===== src/inc/msc_pkg.sv =====
// Purpose: Constants and types for the maintenance card operating-state controller.
// Assumes: 100 MHz system clock, one clock domain.
// Notes: Holds timing, state codes and character codes shared by the design.
//
// Functional notes
// (RULE_01) Always exactly one of seven states.
// (RULE_02) Self-test on power-up, reset command, long press.
// (RULE_03) Self-test offers no user capabilities.
// (RULE_04) Self-test pass moves to normal.
// (RULE_05) Self-test fail goes disabled or impaired.
// (RULE_06) Normal monitors events, runs actions, answers commands.
// (RULE_07) Normal passes remote commands to host.
// (RULE_08) Independent on action 89, command, triple Ctrl-C.
// (RULE_09) Independent owns modem, keeps monitoring and actions.
// (RULE_10) Independent accepts remote commands directly.
// (RULE_11) Panic dialout on action 51 or 52.
// (RULE_12) Panic call sequence, then return to prior state.
// (RULE_13) Panic suppresses actions interfering with call.
// (RULE_14) Download on bad image or update request.
// (RULE_15) Download offers nothing else, writes flash.
// (RULE_16) User level queries only; manager does all.
// (RULE_17) Exit in independent: normal, hang up modem.
// (RULE_18) Minor self-test error marks impaired, keeps running.
// (RULE_19) Disabled shuts card and modem down.
// (RULE_20) Non Ctrl-C character clears escape count.
`default_nettype none
package msc_pkg;
  // Reset switch hold time in milliseconds and its cycle count at 100 MHz.
  localparam int unsigned HOLD_TIME_MS   = 3500;
  localparam int unsigned CLK_HZ         = 100_000_000;
  localparam int unsigned HOLD_CYCLES    = (HOLD_TIME_MS * (CLK_HZ / 1000));
  // Character and action codes.
  localparam logic [7:0]  CHAR_CTRL_C    = 8'h03;
  localparam logic [7:0]  ACT_INDEP      = 8'd89;
  localparam logic [7:0]  ACT_PANIC_A    = 8'd51;
  localparam logic [7:0]  ACT_PANIC_B    = 8'd52;
  localparam logic [1:0]  ESC_COUNT      = 2'h3;
  // Operating states.
  typedef enum logic [2:0] {
    ST_SELFTEST = 3'b000,
    ST_NORMAL   = 3'b001,
    ST_INDEP    = 3'b010,
    ST_PANIC    = 3'b011,
    ST_DOWNLOAD = 3'b100,
    ST_DISABLED = 3'b101
  } msc_state_e;
  // Panic call phases.
  typedef enum logic [2:0] {
    PH_IDLE    = 3'b000,
    PH_DIAL    = 3'b001,
    PH_CONNECT = 3'b010,
    PH_MSG     = 3'b011,
    PH_HANGUP  = 3'b100
  } msc_phase_e;
  localparam logic [31:0] HOLD_RESET     = 32'h0;
endpackage : msc_pkg
`default_nettype wire

===== src/design/msc_maintenance_state_controller.sv =====
// Purpose: Operating-state sequencer and modem arbiter for the maintenance card.
// Assumes: Firmware and line logic provide one-cycle pulses; the reset switch is a raw pin.
// Notes: Impaired is a flag on top of normal or independent, giving seven visible states.
`default_nettype none
module msc_maintenance_state_controller #(
  parameter int unsigned HOLD_CYC = msc_pkg::HOLD_CYCLES   // Switch hold count, shortenable.
) (
  input  wire logic              i_clk_sys,       // System clock.
  input  wire logic              i_nrst,          // Asynchronous reset, active low; acts as power-up.
  input  wire logic              i_switch_n,      // Reset switch pin, low while pressed.
  input  wire logic              i_cmd_reset,     // Board reset command pulse.
  input  wire logic              i_cmd_indep,     // Independent command pulse.
  input  wire logic              i_cmd_exit,      // Exit command pulse.
  input  wire logic              i_cmd_update,    // Firmware update request pulse.
  input  wire logic              i_cmd_valid,     // Command presented for execution.
  input  wire logic              i_cmd_is_set,    // Command changes parameters.
  input  wire logic              i_priv_manager,  // Caller holds manager level.
  input  wire logic              i_act_valid,     // Action execution pulse.
  input  wire logic [7:0]        i_act_code,      // Action code.
  input  wire logic              i_act_uses_modem,// Action would use the modem.
  input  wire logic              i_rx_valid,      // Remote character pulse.
  input  wire logic [7:0]        i_rx_char,       // Remote character.
  input  wire logic              i_st_done,       // Self-test finished pulse.
  input  wire logic              i_st_minor,      // Less severe error found.
  input  wire logic              i_st_severe,     // Severe error found.
  input  wire logic              i_image_ok,      // Firmware image valid and current.
  input  wire logic              i_dl_done,       // Download completed pulse.
  input  wire logic              i_call_step,     // Current panic call phase finished pulse.
  output logic [2:0]             o_state,         // Current state code.
  output logic                   o_impaired,      // Impaired flag.
  output logic                   o_card_owns_modem,// Card owns the modem.
  output logic                   o_modem_hangup,  // Hang-up pulse.
  output logic                   o_modem_off,     // Modem powered down.
  output logic                   o_dial,          // Dial phase.
  output logic                   o_send_msg,      // Panic message phase.
  output logic                   o_monitor_en,    // Event monitoring active.
  output logic                   o_act_allow,     // Current action allowed.
  output logic                   o_cmd_accept,    // Command accepted pulse.
  output logic                   o_cmd_reject,    // Command refused pulse.
  output logic                   o_rx_to_host,    // Remote character forwarded to host.
  output logic                   o_rx_to_card,    // Remote character taken by card.
  output logic                   o_flash_wr_en,   // Flash writing enabled.
  output logic                   o_selftest_run   // Self-test running.
);
  import msc_pkg::*;

  // All state in one packed struct.
  typedef struct packed {
    logic             sw_s1;      // Synchroniser first stage.
    logic             sw_s2;      // Synchroniser second stage.
    logic [31:0]      hold_cnt;   // Press duration counter.
    logic             hold_fired; // Long press already acted on.
    msc_state_e       state;      // Operating state.
    msc_state_e       ret_state;  // State to resume after panic.
    msc_phase_e       phase;      // Panic call phase.
    logic             impaired;   // Impaired flag.
    logic             chk_image;  // Image check flag; reset clears it and no logic sets or reads it.
    logic [1:0]       esc_cnt;    // Consecutive Ctrl-C count.
    logic [2:0]       o_state;
    logic             o_impaired;
    logic             o_own;
    logic             o_hangup;
    logic             o_off;
    logic             o_dial;
    logic             o_msg;
    logic             o_mon;
    logic             o_allow;
    logic             o_acc;
    logic             o_rej;
    logic             o_host;
    logic             o_card;
    logic             o_flash;
    logic             o_st;
  } msc_regs_s;

  msc_regs_s r_reg;   // Registered state.
  msc_regs_s r_next;  // Next state.

  // True when an action code starts a panic call.
  function automatic logic is_panic(input logic [7:0] code);
    is_panic = (code == ACT_PANIC_A) || (code == ACT_PANIC_B);
  endfunction : is_panic

  // True when the state runs monitoring and actions.
  function automatic logic is_live(input msc_state_e s);
    is_live = (s == ST_NORMAL) || (s == ST_INDEP) || (s == ST_PANIC);
  endfunction : is_live

  // Next-state logic for the whole controller.
  always_comb begin
    logic long_press;
    logic esc_hit;
    logic act_go;
    long_press = 1'b0;
    esc_hit    = 1'b0;
    act_go     = 1'b0;
    r_next = r_reg;
    r_next.sw_s1    = ~i_switch_n;
    r_next.sw_s2    = r_reg.sw_s1;
    r_next.o_hangup = 1'b0;
    r_next.o_acc    = 1'b0;
    r_next.o_rej    = 1'b0;
    r_next.o_host   = 1'b0;
    r_next.o_card   = 1'b0;

    // Long press counter; fires once per press so a held switch does not loop self-test.
    if (r_reg.sw_s2) begin
      if (r_reg.hold_cnt < HOLD_CYC) begin
        r_next.hold_cnt = r_reg.hold_cnt + 32'd1;
      end else if (!r_reg.hold_fired) begin
        long_press = 1'b1;  // RULE_02
        r_next.hold_fired = 1'b1;
      end
    end else begin
      r_next.hold_cnt   = HOLD_RESET;
      r_next.hold_fired = 1'b0;
    end

    // Escape detector counts consecutive Ctrl-C from the line, in normal state only.
    if (i_rx_valid && r_reg.state == ST_NORMAL) begin
      if (i_rx_char == CHAR_CTRL_C) begin
        if (r_reg.esc_cnt == ESC_COUNT - 2'd1) begin
          esc_hit = 1'b1;  // RULE_08
          r_next.esc_cnt = 2'h0;
        end else begin
          r_next.esc_cnt = r_reg.esc_cnt + 2'd1;
        end
      end else begin
        r_next.esc_cnt = 2'h0;  // RULE_20
      end
    end

    // Remote characters go to host in normal, to the card in independent.
    if (i_rx_valid) begin
      r_next.o_host = (r_reg.state == ST_NORMAL);  // RULE_07
      r_next.o_card = (r_reg.state == ST_INDEP);   // RULE_10
    end

    // Actions run only in live states; panic blocks modem users.
    act_go = i_act_valid && is_live(r_reg.state) &&
             !(r_reg.state == ST_PANIC && i_act_uses_modem);  // RULE_13
    r_next.o_allow = act_go;  // RULE_06 RULE_09

    // Commands: user level may only query; nothing is taken outside normal or independent.
    if (i_cmd_valid) begin
      if ((r_reg.state == ST_NORMAL || r_reg.state == ST_INDEP) &&
          (i_priv_manager || !i_cmd_is_set)) begin  // RULE_16
        r_next.o_acc = 1'b1;  // RULE_06
      end else begin
        r_next.o_rej = 1'b1;  // RULE_03 RULE_15
      end
    end

    // Operating state sequencing.
    unique case (r_reg.state)
      ST_SELFTEST: begin
        if (i_st_done) begin
          if (i_st_severe) begin
            r_next.state = ST_DISABLED;  // RULE_05
          end else if (!i_image_ok) begin
            r_next.state = ST_DOWNLOAD;  // RULE_14
          end else begin
            r_next.state    = ST_NORMAL;  // RULE_04
            r_next.impaired = i_st_minor; // RULE_18
          end
        end
      end
      ST_NORMAL: begin
        if (act_go && is_panic(i_act_code)) begin
          r_next.state     = ST_PANIC;  // RULE_11
          r_next.ret_state = ST_NORMAL;
          r_next.phase     = PH_DIAL;
        end else if (esc_hit || i_cmd_indep || (act_go && i_act_code == ACT_INDEP)) begin
          r_next.state = ST_INDEP;  // RULE_08
        end else if (i_cmd_update) begin
          r_next.state = ST_DOWNLOAD;  // RULE_14
        end
      end
      ST_INDEP: begin
        if (act_go && is_panic(i_act_code)) begin
          r_next.state     = ST_PANIC;  // RULE_11
          r_next.ret_state = ST_INDEP;
          r_next.phase     = PH_DIAL;
        end else if (i_cmd_exit) begin
          r_next.state    = ST_NORMAL;  // RULE_17
          r_next.o_hangup = 1'b1;
        end
      end
      ST_PANIC: begin
        // Dial, connect, message, hang up, then resume.
        if (i_call_step) begin
          unique case (r_reg.phase)
            PH_DIAL:    r_next.phase = PH_CONNECT;
            PH_CONNECT: r_next.phase = PH_MSG;
            PH_MSG:     r_next.phase = PH_HANGUP;
            PH_HANGUP: begin
              r_next.phase    = PH_IDLE;
              r_next.o_hangup = 1'b1;
              r_next.state    = r_reg.ret_state;  // RULE_12
            end
            default:    r_next.phase = PH_DIAL;
          endcase
        end
      end
      ST_DOWNLOAD: begin
        if (i_dl_done) begin
          r_next.state = ST_SELFTEST;  // RULE_14
        end
      end
      ST_DISABLED: begin
        r_next.state = ST_DISABLED;  // RULE_19
      end
      default: begin
        r_next.state = ST_SELFTEST;  // RULE_01
      end
    endcase

    // Reset command and long press win over every other state move.
    if (long_press || i_cmd_reset) begin
      r_next.state    = ST_SELFTEST;  // RULE_02
      r_next.phase    = PH_IDLE;
      r_next.impaired = 1'b0;
      r_next.esc_cnt  = 2'h0;
    end

    // Registered outputs follow the next state.
    r_next.o_state    = r_next.state;
    r_next.o_impaired = r_next.impaired;
    r_next.o_own      = (r_next.state == ST_INDEP) || (r_next.state == ST_PANIC);  // RULE_09 RULE_12
    r_next.o_off      = (r_next.state == ST_DISABLED);  // RULE_19
    r_next.o_dial     = (r_next.state == ST_PANIC) && (r_next.phase == PH_DIAL);
    r_next.o_msg      = (r_next.state == ST_PANIC) && (r_next.phase == PH_MSG);
    r_next.o_mon      = is_live(r_next.state);  // RULE_06
    r_next.o_flash    = (r_next.state == ST_DOWNLOAD);  // RULE_15
    r_next.o_st       = (r_next.state == ST_SELFTEST);  // RULE_03
  end

  // State register; reset acts as power-up and lands in self-test.
  always_ff @(posedge i_clk_sys or negedge i_nrst) begin
    if (!i_nrst) begin
      r_reg       <= '0;
      r_reg.state <= ST_SELFTEST;  // RULE_02
      r_reg.o_st  <= 1'b1;
    end else begin
      r_reg <= r_next;
    end
  end

  assign o_state           = r_reg.o_state;
  assign o_impaired        = r_reg.o_impaired;
  assign o_card_owns_modem = r_reg.o_own;
  assign o_modem_hangup    = r_reg.o_hangup;
  assign o_modem_off       = r_reg.o_off;
  assign o_dial            = r_reg.o_dial;
  assign o_send_msg        = r_reg.o_msg;
  assign o_monitor_en      = r_reg.o_mon;
  assign o_act_allow       = r_reg.o_allow;
  assign o_cmd_accept      = r_reg.o_acc;
  assign o_cmd_reject      = r_reg.o_rej;
  assign o_rx_to_host      = r_reg.o_host;
  assign o_rx_to_card      = r_reg.o_card;
  assign o_flash_wr_en     = r_reg.o_flash;
  assign o_selftest_run    = r_reg.o_st;

  // A long press fires this cycle; checks exclude it because it overrides every other move.
  logic long_due;  // Long press due now.
  assign long_due = r_reg.sw_s2 && (r_reg.hold_cnt >= HOLD_CYC) && !r_reg.hold_fired;
endmodule : msc_maintenance_state_controller
`default_nettype wire


===== config.mk =====
export PLATFORM = sky130hd
export DESIGN_NAME = msc_maintenance_state_controller
export DESIGN_NICKNAME = d
export VERILOG_FILES = /design/src/inc/msc_pkg.sv /design/src/design/msc_maintenance_state_controller.sv
export SDC_FILE = /design/constraint.sdc
export NUM_CORES = 1
export LEC_CHECK = 0
export BUFFER_PORTS_ARGS = -buffer_cell sky130_fd_sc_hd__buf_2
export CAP_MARGIN = 20
export CORE_AREA = 2 2 79 81
export CTS_CLUSTER_DIAMETER = 200
export CTS_CLUSTER_SIZE = 24
export DETAILED_ROUTE_END_ITERATION = 16
export DIE_AREA = 0 0 81 83
export GPL_TIMING_DRIVEN = 0
export PLACE_DENSITY = 0.86
export SLEW_MARGIN = 20
export SYNTH_ARGS = -nofsm -noshare
export SYNTH_HDL_FRONTEND = slang
export SYNTH_SLANG_ARGS = --single-unit

===== constraint.sdc =====
create_clock -name i_clk_sys -period 3 [get_ports i_clk_sys]
set_input_delay 0 -clock i_clk_sys [delete_from_list [all_inputs] [get_ports i_clk_sys]]
set_output_delay 0 -clock i_clk_sys [all_outputs]
set_load 0.01 [all_outputs]

==> results.json, run 1 <==
{
  "top_layer_used": "met4",
  "synth_xor_area_frac": 0.0163,
  "synth_compound_area_frac": 0.161,
  "syn_inst": 329,
  "grt_usage": 0.236,
  "critPathCaptureType": "flop",
  "cts.root.buffer_cell": "clkbuf_8",
  "cts.sinks": 59,
  "dr.pass1.iters": 4,
  "detailed_place.area_um2": 3580,
  "finalInstanceArea_um2": 3930,
  "hp-class": "in2reg",
  "worst_setup_path_start_kind": "flop",
  "async_flop_share": 1.00,
  "synth.distinct_cells": 60,
  "drv_slew": 0,
  "core_area_um2": 5820,
  "powerDensity_nw_per_um2": 464,
  "fp-row-count": 28,
  "hold_ws_ns": 0.0344,
  "n_fill_cell": 450,
  "hold_viol": 0,
  "die_area_um2": 6720,
  "dp_hpwl_mm": 4.88,
  "cts_hold_buf": 12,
  "grt_pass1_wl_mm": 12.4,
  "synth_edf_count": 0,
  "wl_met3_um": 384,
  "synth_ff_type": "dfrtp_1",
  "die_w_um": 81,
  "drt-met1-wl_mm": 3.13,
  "yosysWarnings": 0,
  "worstSetupPathType": "reg2reg",
  "arrival_ns": 2.86,
  "synth-seq-area-share": 0.457,
  "largest_reg_flops": 41,
  "relSlewSlack": 0.463,
  "clk_path_buf_depth": 2,
  "tightest_slew_ns": 0.798,
  "wl_per_cell_um": 14.9,
  "synthAdderAreaFrac": 0.00387,
  "synthSimpleGateAreaFrac": 0.262,
  "num_antenna_cells": 0,
  "final_nets": 439,
  "ant_nets": 0,
  "rsz0062_at_grt": "no",
  "cpMaxStageDelayCell": "nor4_1",
  "path_cells": "and3_1, buf_2, nand4_1, nor4_1, nand4_1, or4_1, a21oi_1",
  "num_vias": 2785,
  "irDropWorstVdd_mv": 0.342,
  "period_needed_ns": 2.60,
  "grt_pass1_vias": 2767,
  "fin_skew_ns": 0.0136,
  "worstPathRequired_ns": 3.26,
  "io_buffers": 51,
  "slowest_delay_ns": 0.74,
  "final_util": 0.676,
  "muxShareOfSynthArea": 0.0530,
  "max_freq_mhz": 385,
  "drc": 0,
  "power_leakage_nw": 1.85,
  "htree_levels": 3,
  "ys_ff_latch": 59,
  "avgSynthCellArea_um2": 9.83,
  "boundaryPins": 52,
  "grt_antenna_before_repair": 0,
  "drt_iter0_drc": 213,
  "wl_met2_mm": 3.52,
  "area.growth.synth_to_final_pct": 21.6,
  "viasPerCell": 5.77,
  "fin_setup_tns_ns": 0,
  "min_period_over_period": 0.865,
  "drive_gt1_frac": 0.203,
  "post-cts-setup-buffers": 0,
  "ctsResizeCount": 0,
  "p_total_w": 0.00182,
  "cts_tree": "built",
  "gp_congestion": 0.865,
  "cts_made_buffers": 9,
  "worst-path-max-fanout": 7,
  "syn_area_um2": 3230,
  "die_h_um": 83,
  "outcome": "finished, final reports clean",
  "grt_max_degree": 60,
  "start_util": 0.556,
  "syn_nets": 365,
  "gr-total-overflow": 0,
  "clock_latency_ns": 0.35,
  "crit_path_frequent_cell": "nand4_1",
  "setup_viol": 0,
  "wl_mm": 7.19,
  "synth_top_family_by_area": "simple AND/OR/NAND/NOR gates",
  "path_clk_slew_ns": 0.08,
  "drv_cap": 0
}
[where the power goes]
part | internal (W) | total [W] | leakage, nW | switching [W]
Combinational | 0.0000718 | 0.000168 | 0.926 | 0.0000965
Clock | 0.000509 | 0.000831 | 0.119 | 0.000322
Sequential | 0.000813 | 0.000824 | 0.809 | 0.0000114
Total | 0.00139 | 0.00182 | 1.85 | 0.000430
[critical path: cells and delay by family (launching register included)]
family | cells | cell delay [ns]
AOI/OAI and AO/OA | 1 | 0.16
buffers and inverters | 1 | 0.15
DFF | 1 | 0.40
and+or+nand+nor | 5 | 1.79
[synth_stat cells, types with 7 or more instances]
cell      count  share of area
mux2i_1      16          0.050
nand2_1      32          0.037
nand2b_1     18          0.035
clkbuf_1      7         0.0081
nand3_1      14          0.022
dfrtp_1      58           0.45
nor2b_1      10          0.019
and3_1        8          0.015
a21oi_1      13          0.020
nand4_1      11          0.021
nor2_1       27          0.031
inv_1        17          0.020
[stage by stage]
step	setup slack, ns	instances
2_1_floorplan	0.669	329
3_3_place_gp	0.455	455
3_5_place_dp	0.452	455
4_1_cts	0.429	483
5_1_grt	0.139	483
6_report	0.404	483
[cell type report]
cell class                      count  area, µm²  share of cell area
Buffer                             14       85.1              0.0216
Clock buffer                       11        151              0.0385
Clock inverter                      5       75.1              0.0191
Inverter                           17       63.8              0.0162
Multi-Input combinational cell    239       1610               0.409
Sequential cell                    59       1480               0.376
Tap cell                           75       93.8              0.0239
Timing Repair Buffer               63        378              0.0961
[kinds of logic after synthesis]
group           count (synthesis)
compound gates                 61
xor+xnor                        6
fa+ha+maj                       1
buf+inv                        31
flops                          59
mux                            17
simple gates                  154
[worst paths after layout]
kind                                     start           end  slack [ns]  depth (start not counted)
worst max-delay path                 r_reg[38]     r_reg[58]        0.40                          7
worst min-delay path            i_priv_manager  o_cmd_reject        0.03                          4
worst max register to register       r_reg[38]     r_reg[58]        0.40                          7
worst min register to register      r_next[63]     r_reg[63]        0.35                          0
max in group asynchronous               i_nrst    r_next[63]        2.25                          2
min in group asynchronous               i_nrst  o_cmd_reject        0.27                          2
[layer usage]
layer  GRT usage  vias to the layer above
met2       0.385                       87
met1       0.297                     1339
met5           0                        -
li1            -                     1344
met3      0.0489                       15
met4       0.103                        0
[cell usage in the layout (no fill, tap or decap), drive strengths merged, types with 3 or more instances in the layout]
cell type,netlist,final
a2111oi,3,3
a211oi,6,6
a21o,3,3
a21oi,14,14
a311o,3,3
and2,7,7
and3,8,8
and4,3,3
buf,6,57
clkbuf,7,18
clkinv,0,3
dfrtp,58,58
dlygate4sd3,0,12
inv,17,17
mux2i,16,16
nand2,32,32
nand2b,18,18
nand3,15,15
nand4,11,11
nor2,27,27
nor2b,10,10
nor3,3,3
nor4,4,4
nor4b,3,3
o21a,3,3
o21ai,5,5
o31ai,3,3
or4,3,3
xnor2,4,4
(Power assumes the default switching activity.)
==> run 2: changes to the inputs <==
--- a/config.mk
+++ b/config.mk
@@ -7,13 +7,13 @@
 export LEC_CHECK = 0
 export BUFFER_PORTS_ARGS = -buffer_cell sky130_fd_sc_hd__buf_2
 export CAP_MARGIN = 20
-export CORE_AREA = 2 2 79 81
+export CORE_AREA = 2 2 109 111
 export CTS_CLUSTER_DIAMETER = 200
 export CTS_CLUSTER_SIZE = 24
 export DETAILED_ROUTE_END_ITERATION = 16
-export DIE_AREA = 0 0 81 83
+export DIE_AREA = 0 0 111 113
 export GPL_TIMING_DRIVEN = 0
-export PLACE_DENSITY = 0.86
+export PLACE_DENSITY = 0.54
 export SLEW_MARGIN = 20
 export SYNTH_ARGS = -nofsm -noshare
 export SYNTH_HDL_FRONTEND = slang
==> results.json, run 2 (same netlist as run 1, synthesis figures left out) <==
{
  "outcome": "finished, final reports clean",
  "fin_cells": 548,
  "core_area_um2": 11300,
  "worst-path-max-fanout": 10,
  "period_needed_ns": 2.61,
  "die_w_um": 111,
  "setup_viol": 0,
  "largest_reg_flops": 41,
  "placed_cells": 523,
  "final_common_cell": "dfrtp_1",
  "max_freq_mhz": 384,
  "ant_nets": 0,
  "rsz0062_at_grt": "no",
  "final_cell_mix": "dfrtp_1 (58), buf_2 (51), nand2_1 (32)",
  "cts_made_buffers": 9,
  "grt_pass1_vias": 2736,
  "grt_max_degree": 60,
  "fin_setup_tns_ns": 0,
  "grt_antenna_before_repair": 0,
  "min_path_cells": 4,
  "clk_path_buf_depth": 2,
  "path_cells": "a311o_1, a2111oi_4, o2111ai_4, a2111oi_4, buf_6, a21oi_1, o21a_1",
  "htree_levels": 3,
  "drc": 0,
  "arrival_ns": 2.82,
  "start_util": 0.287,
  "slowest_delay_ns": 0.53,
  "boundaryPins": 52,
  "dp_hpwl_mm": 5.61,
  "area.growth.synth_to_final_pct": 25.7,
  "crit_path_frequent_cell": "a2111oi_4",
  "cts_tree": "built",
  "worst_setup_path_start_kind": "flop",
  "irDropWorstVdd_mv": 0.257,
  "clock_latency_ns": 0.33,
  "io_buffers": 51,
  "drv_cap": 0,
  "grt_pass1_wl_mm": 13.1,
  "hold_viol": 0,
  "final_util": 0.360,
  "final_nets": 436,
  "gp_congestion": 0.828,
  "num_vias": 2737,
  "drive_gt1_frac": 0.205,
  "grt_usage": 0.128,
  "worstPathRequired_ns": 3.21,
  "worstSetupPathType": "reg2reg",
  "wl_mm": 7.82,
  "reg2reg_depth": 7,
  "die_area_um2": 12500,
  "power_leakage_nw": 1.87,
  "cts.sinks": 59,
  "hp-class": "in2reg",
  "fp-row-count": 39,
  "cpMaxStageDelayCell": "a2111oi_4",
  "powerDensity_nw_per_um2": 498,
  "setup_ws_ns": 0.394,
  "path_clk_slew_ns": 0.06,
  "dp_slack_ns": 0.388,
  "drt_iter0_drc": 118,
  "drv_slew": 0,
  "viasPerCell": 4.99,
  "dr.pass1.iters": 4,
  "cts.root.buffer_cell": "clkbuf_16",
  "min_period_over_period": 0.869,
  "relSlewSlack": 0.454,
  "critPathCaptureType": "flop",
  "ctsResizeCount": 0,
  "num_antenna_cells": 0,
  "n_fill_cell": 1148,
  "post-cts-setup-buffers": 0,
  "fin_skew_ns": 0.00858,
  "die_h_um": 113,
  "wl_per_cell_um": 14.3,
  "tightest_slew_ns": 0.811,
  "gr-total-overflow": 0
}
==> run 2: power breakdown <==
part	leakage (nW)	switching, W	total, W	internal, W
logic	0.914	0.0000976	0.000168	0.0000703
clock network	0.146	0.000381	0.00103	0.000647
registers	0.809	0.0000118	0.000825	0.000814
total	1.87	0.000490	0.00202	0.00153
==> run 2: layer usage <==
layer | track usage | routed length, µm | vias up
li1 | - | - | 1332
met1 | 0.158 | 3490 | 1315
met2 | 0.217 | 3760 | 76
met3 | 0.0423 | 449 | 14
met4 | 0.0358 | 121 | 0
met5 | 0 | 0 | -
==> run 2: stage by stage <==
step	total power (W)	instance area [µm²]	hold WS, ns
5_1_grt	0.00211	4060	0.0449
3_5_place_dp	0.00100	3670	0.131
3_3_place_gp	0.000999	3670	0.172
2_1_floorplan	0.000921	3230	-0.296
4_1_cts	0.00205	4060	0.00503
6_report	0.00202	4060	0.0106
==> run 2: cell type report <==
type	instances	area, µm²	area share
sequential	59	1480	0.364
multi-input combinational	239	1610	0.395
clock inverter	7	77.6	0.0191
buffer	14	85.1	0.0209
timing repair buffer	60	348	0.0856
tap	143	179	0.0440
clock buffer	9	225	0.0554
inverter	17	63.8	0.0157
==> run 2: final timing paths <==
path                         startpoint        end  slack (ns)
min                        i_rx_char[3]  r_reg[17]        0.01
min in group asynchronous        i_nrst  r_reg[42]        0.30
max                           r_reg[41]  r_reg[55]        0.39
max in group asynchronous        i_nrst  r_reg[32]        2.21
min reg2reg                  r_next[63]  r_reg[63]        0.36
max reg2reg                   r_reg[41]  r_reg[55]        0.39
==> run 2: worst max-delay path: cells and delay by family (launching register included) <==
kind,cells,cell delay [ns]
AO/OA/AOI/OAI,6,1.85
flip-flops,1,0.43
buffers and inverters,1,0.21
==> run 2: timing repair <==
| action | in CTS | in global routing |
|---|---|---|
| hold buffers | 9 | 0 |
| setup endpoints to repair | 0 | 0 |
| endpoints found under the hold margin | 65 | 0 |
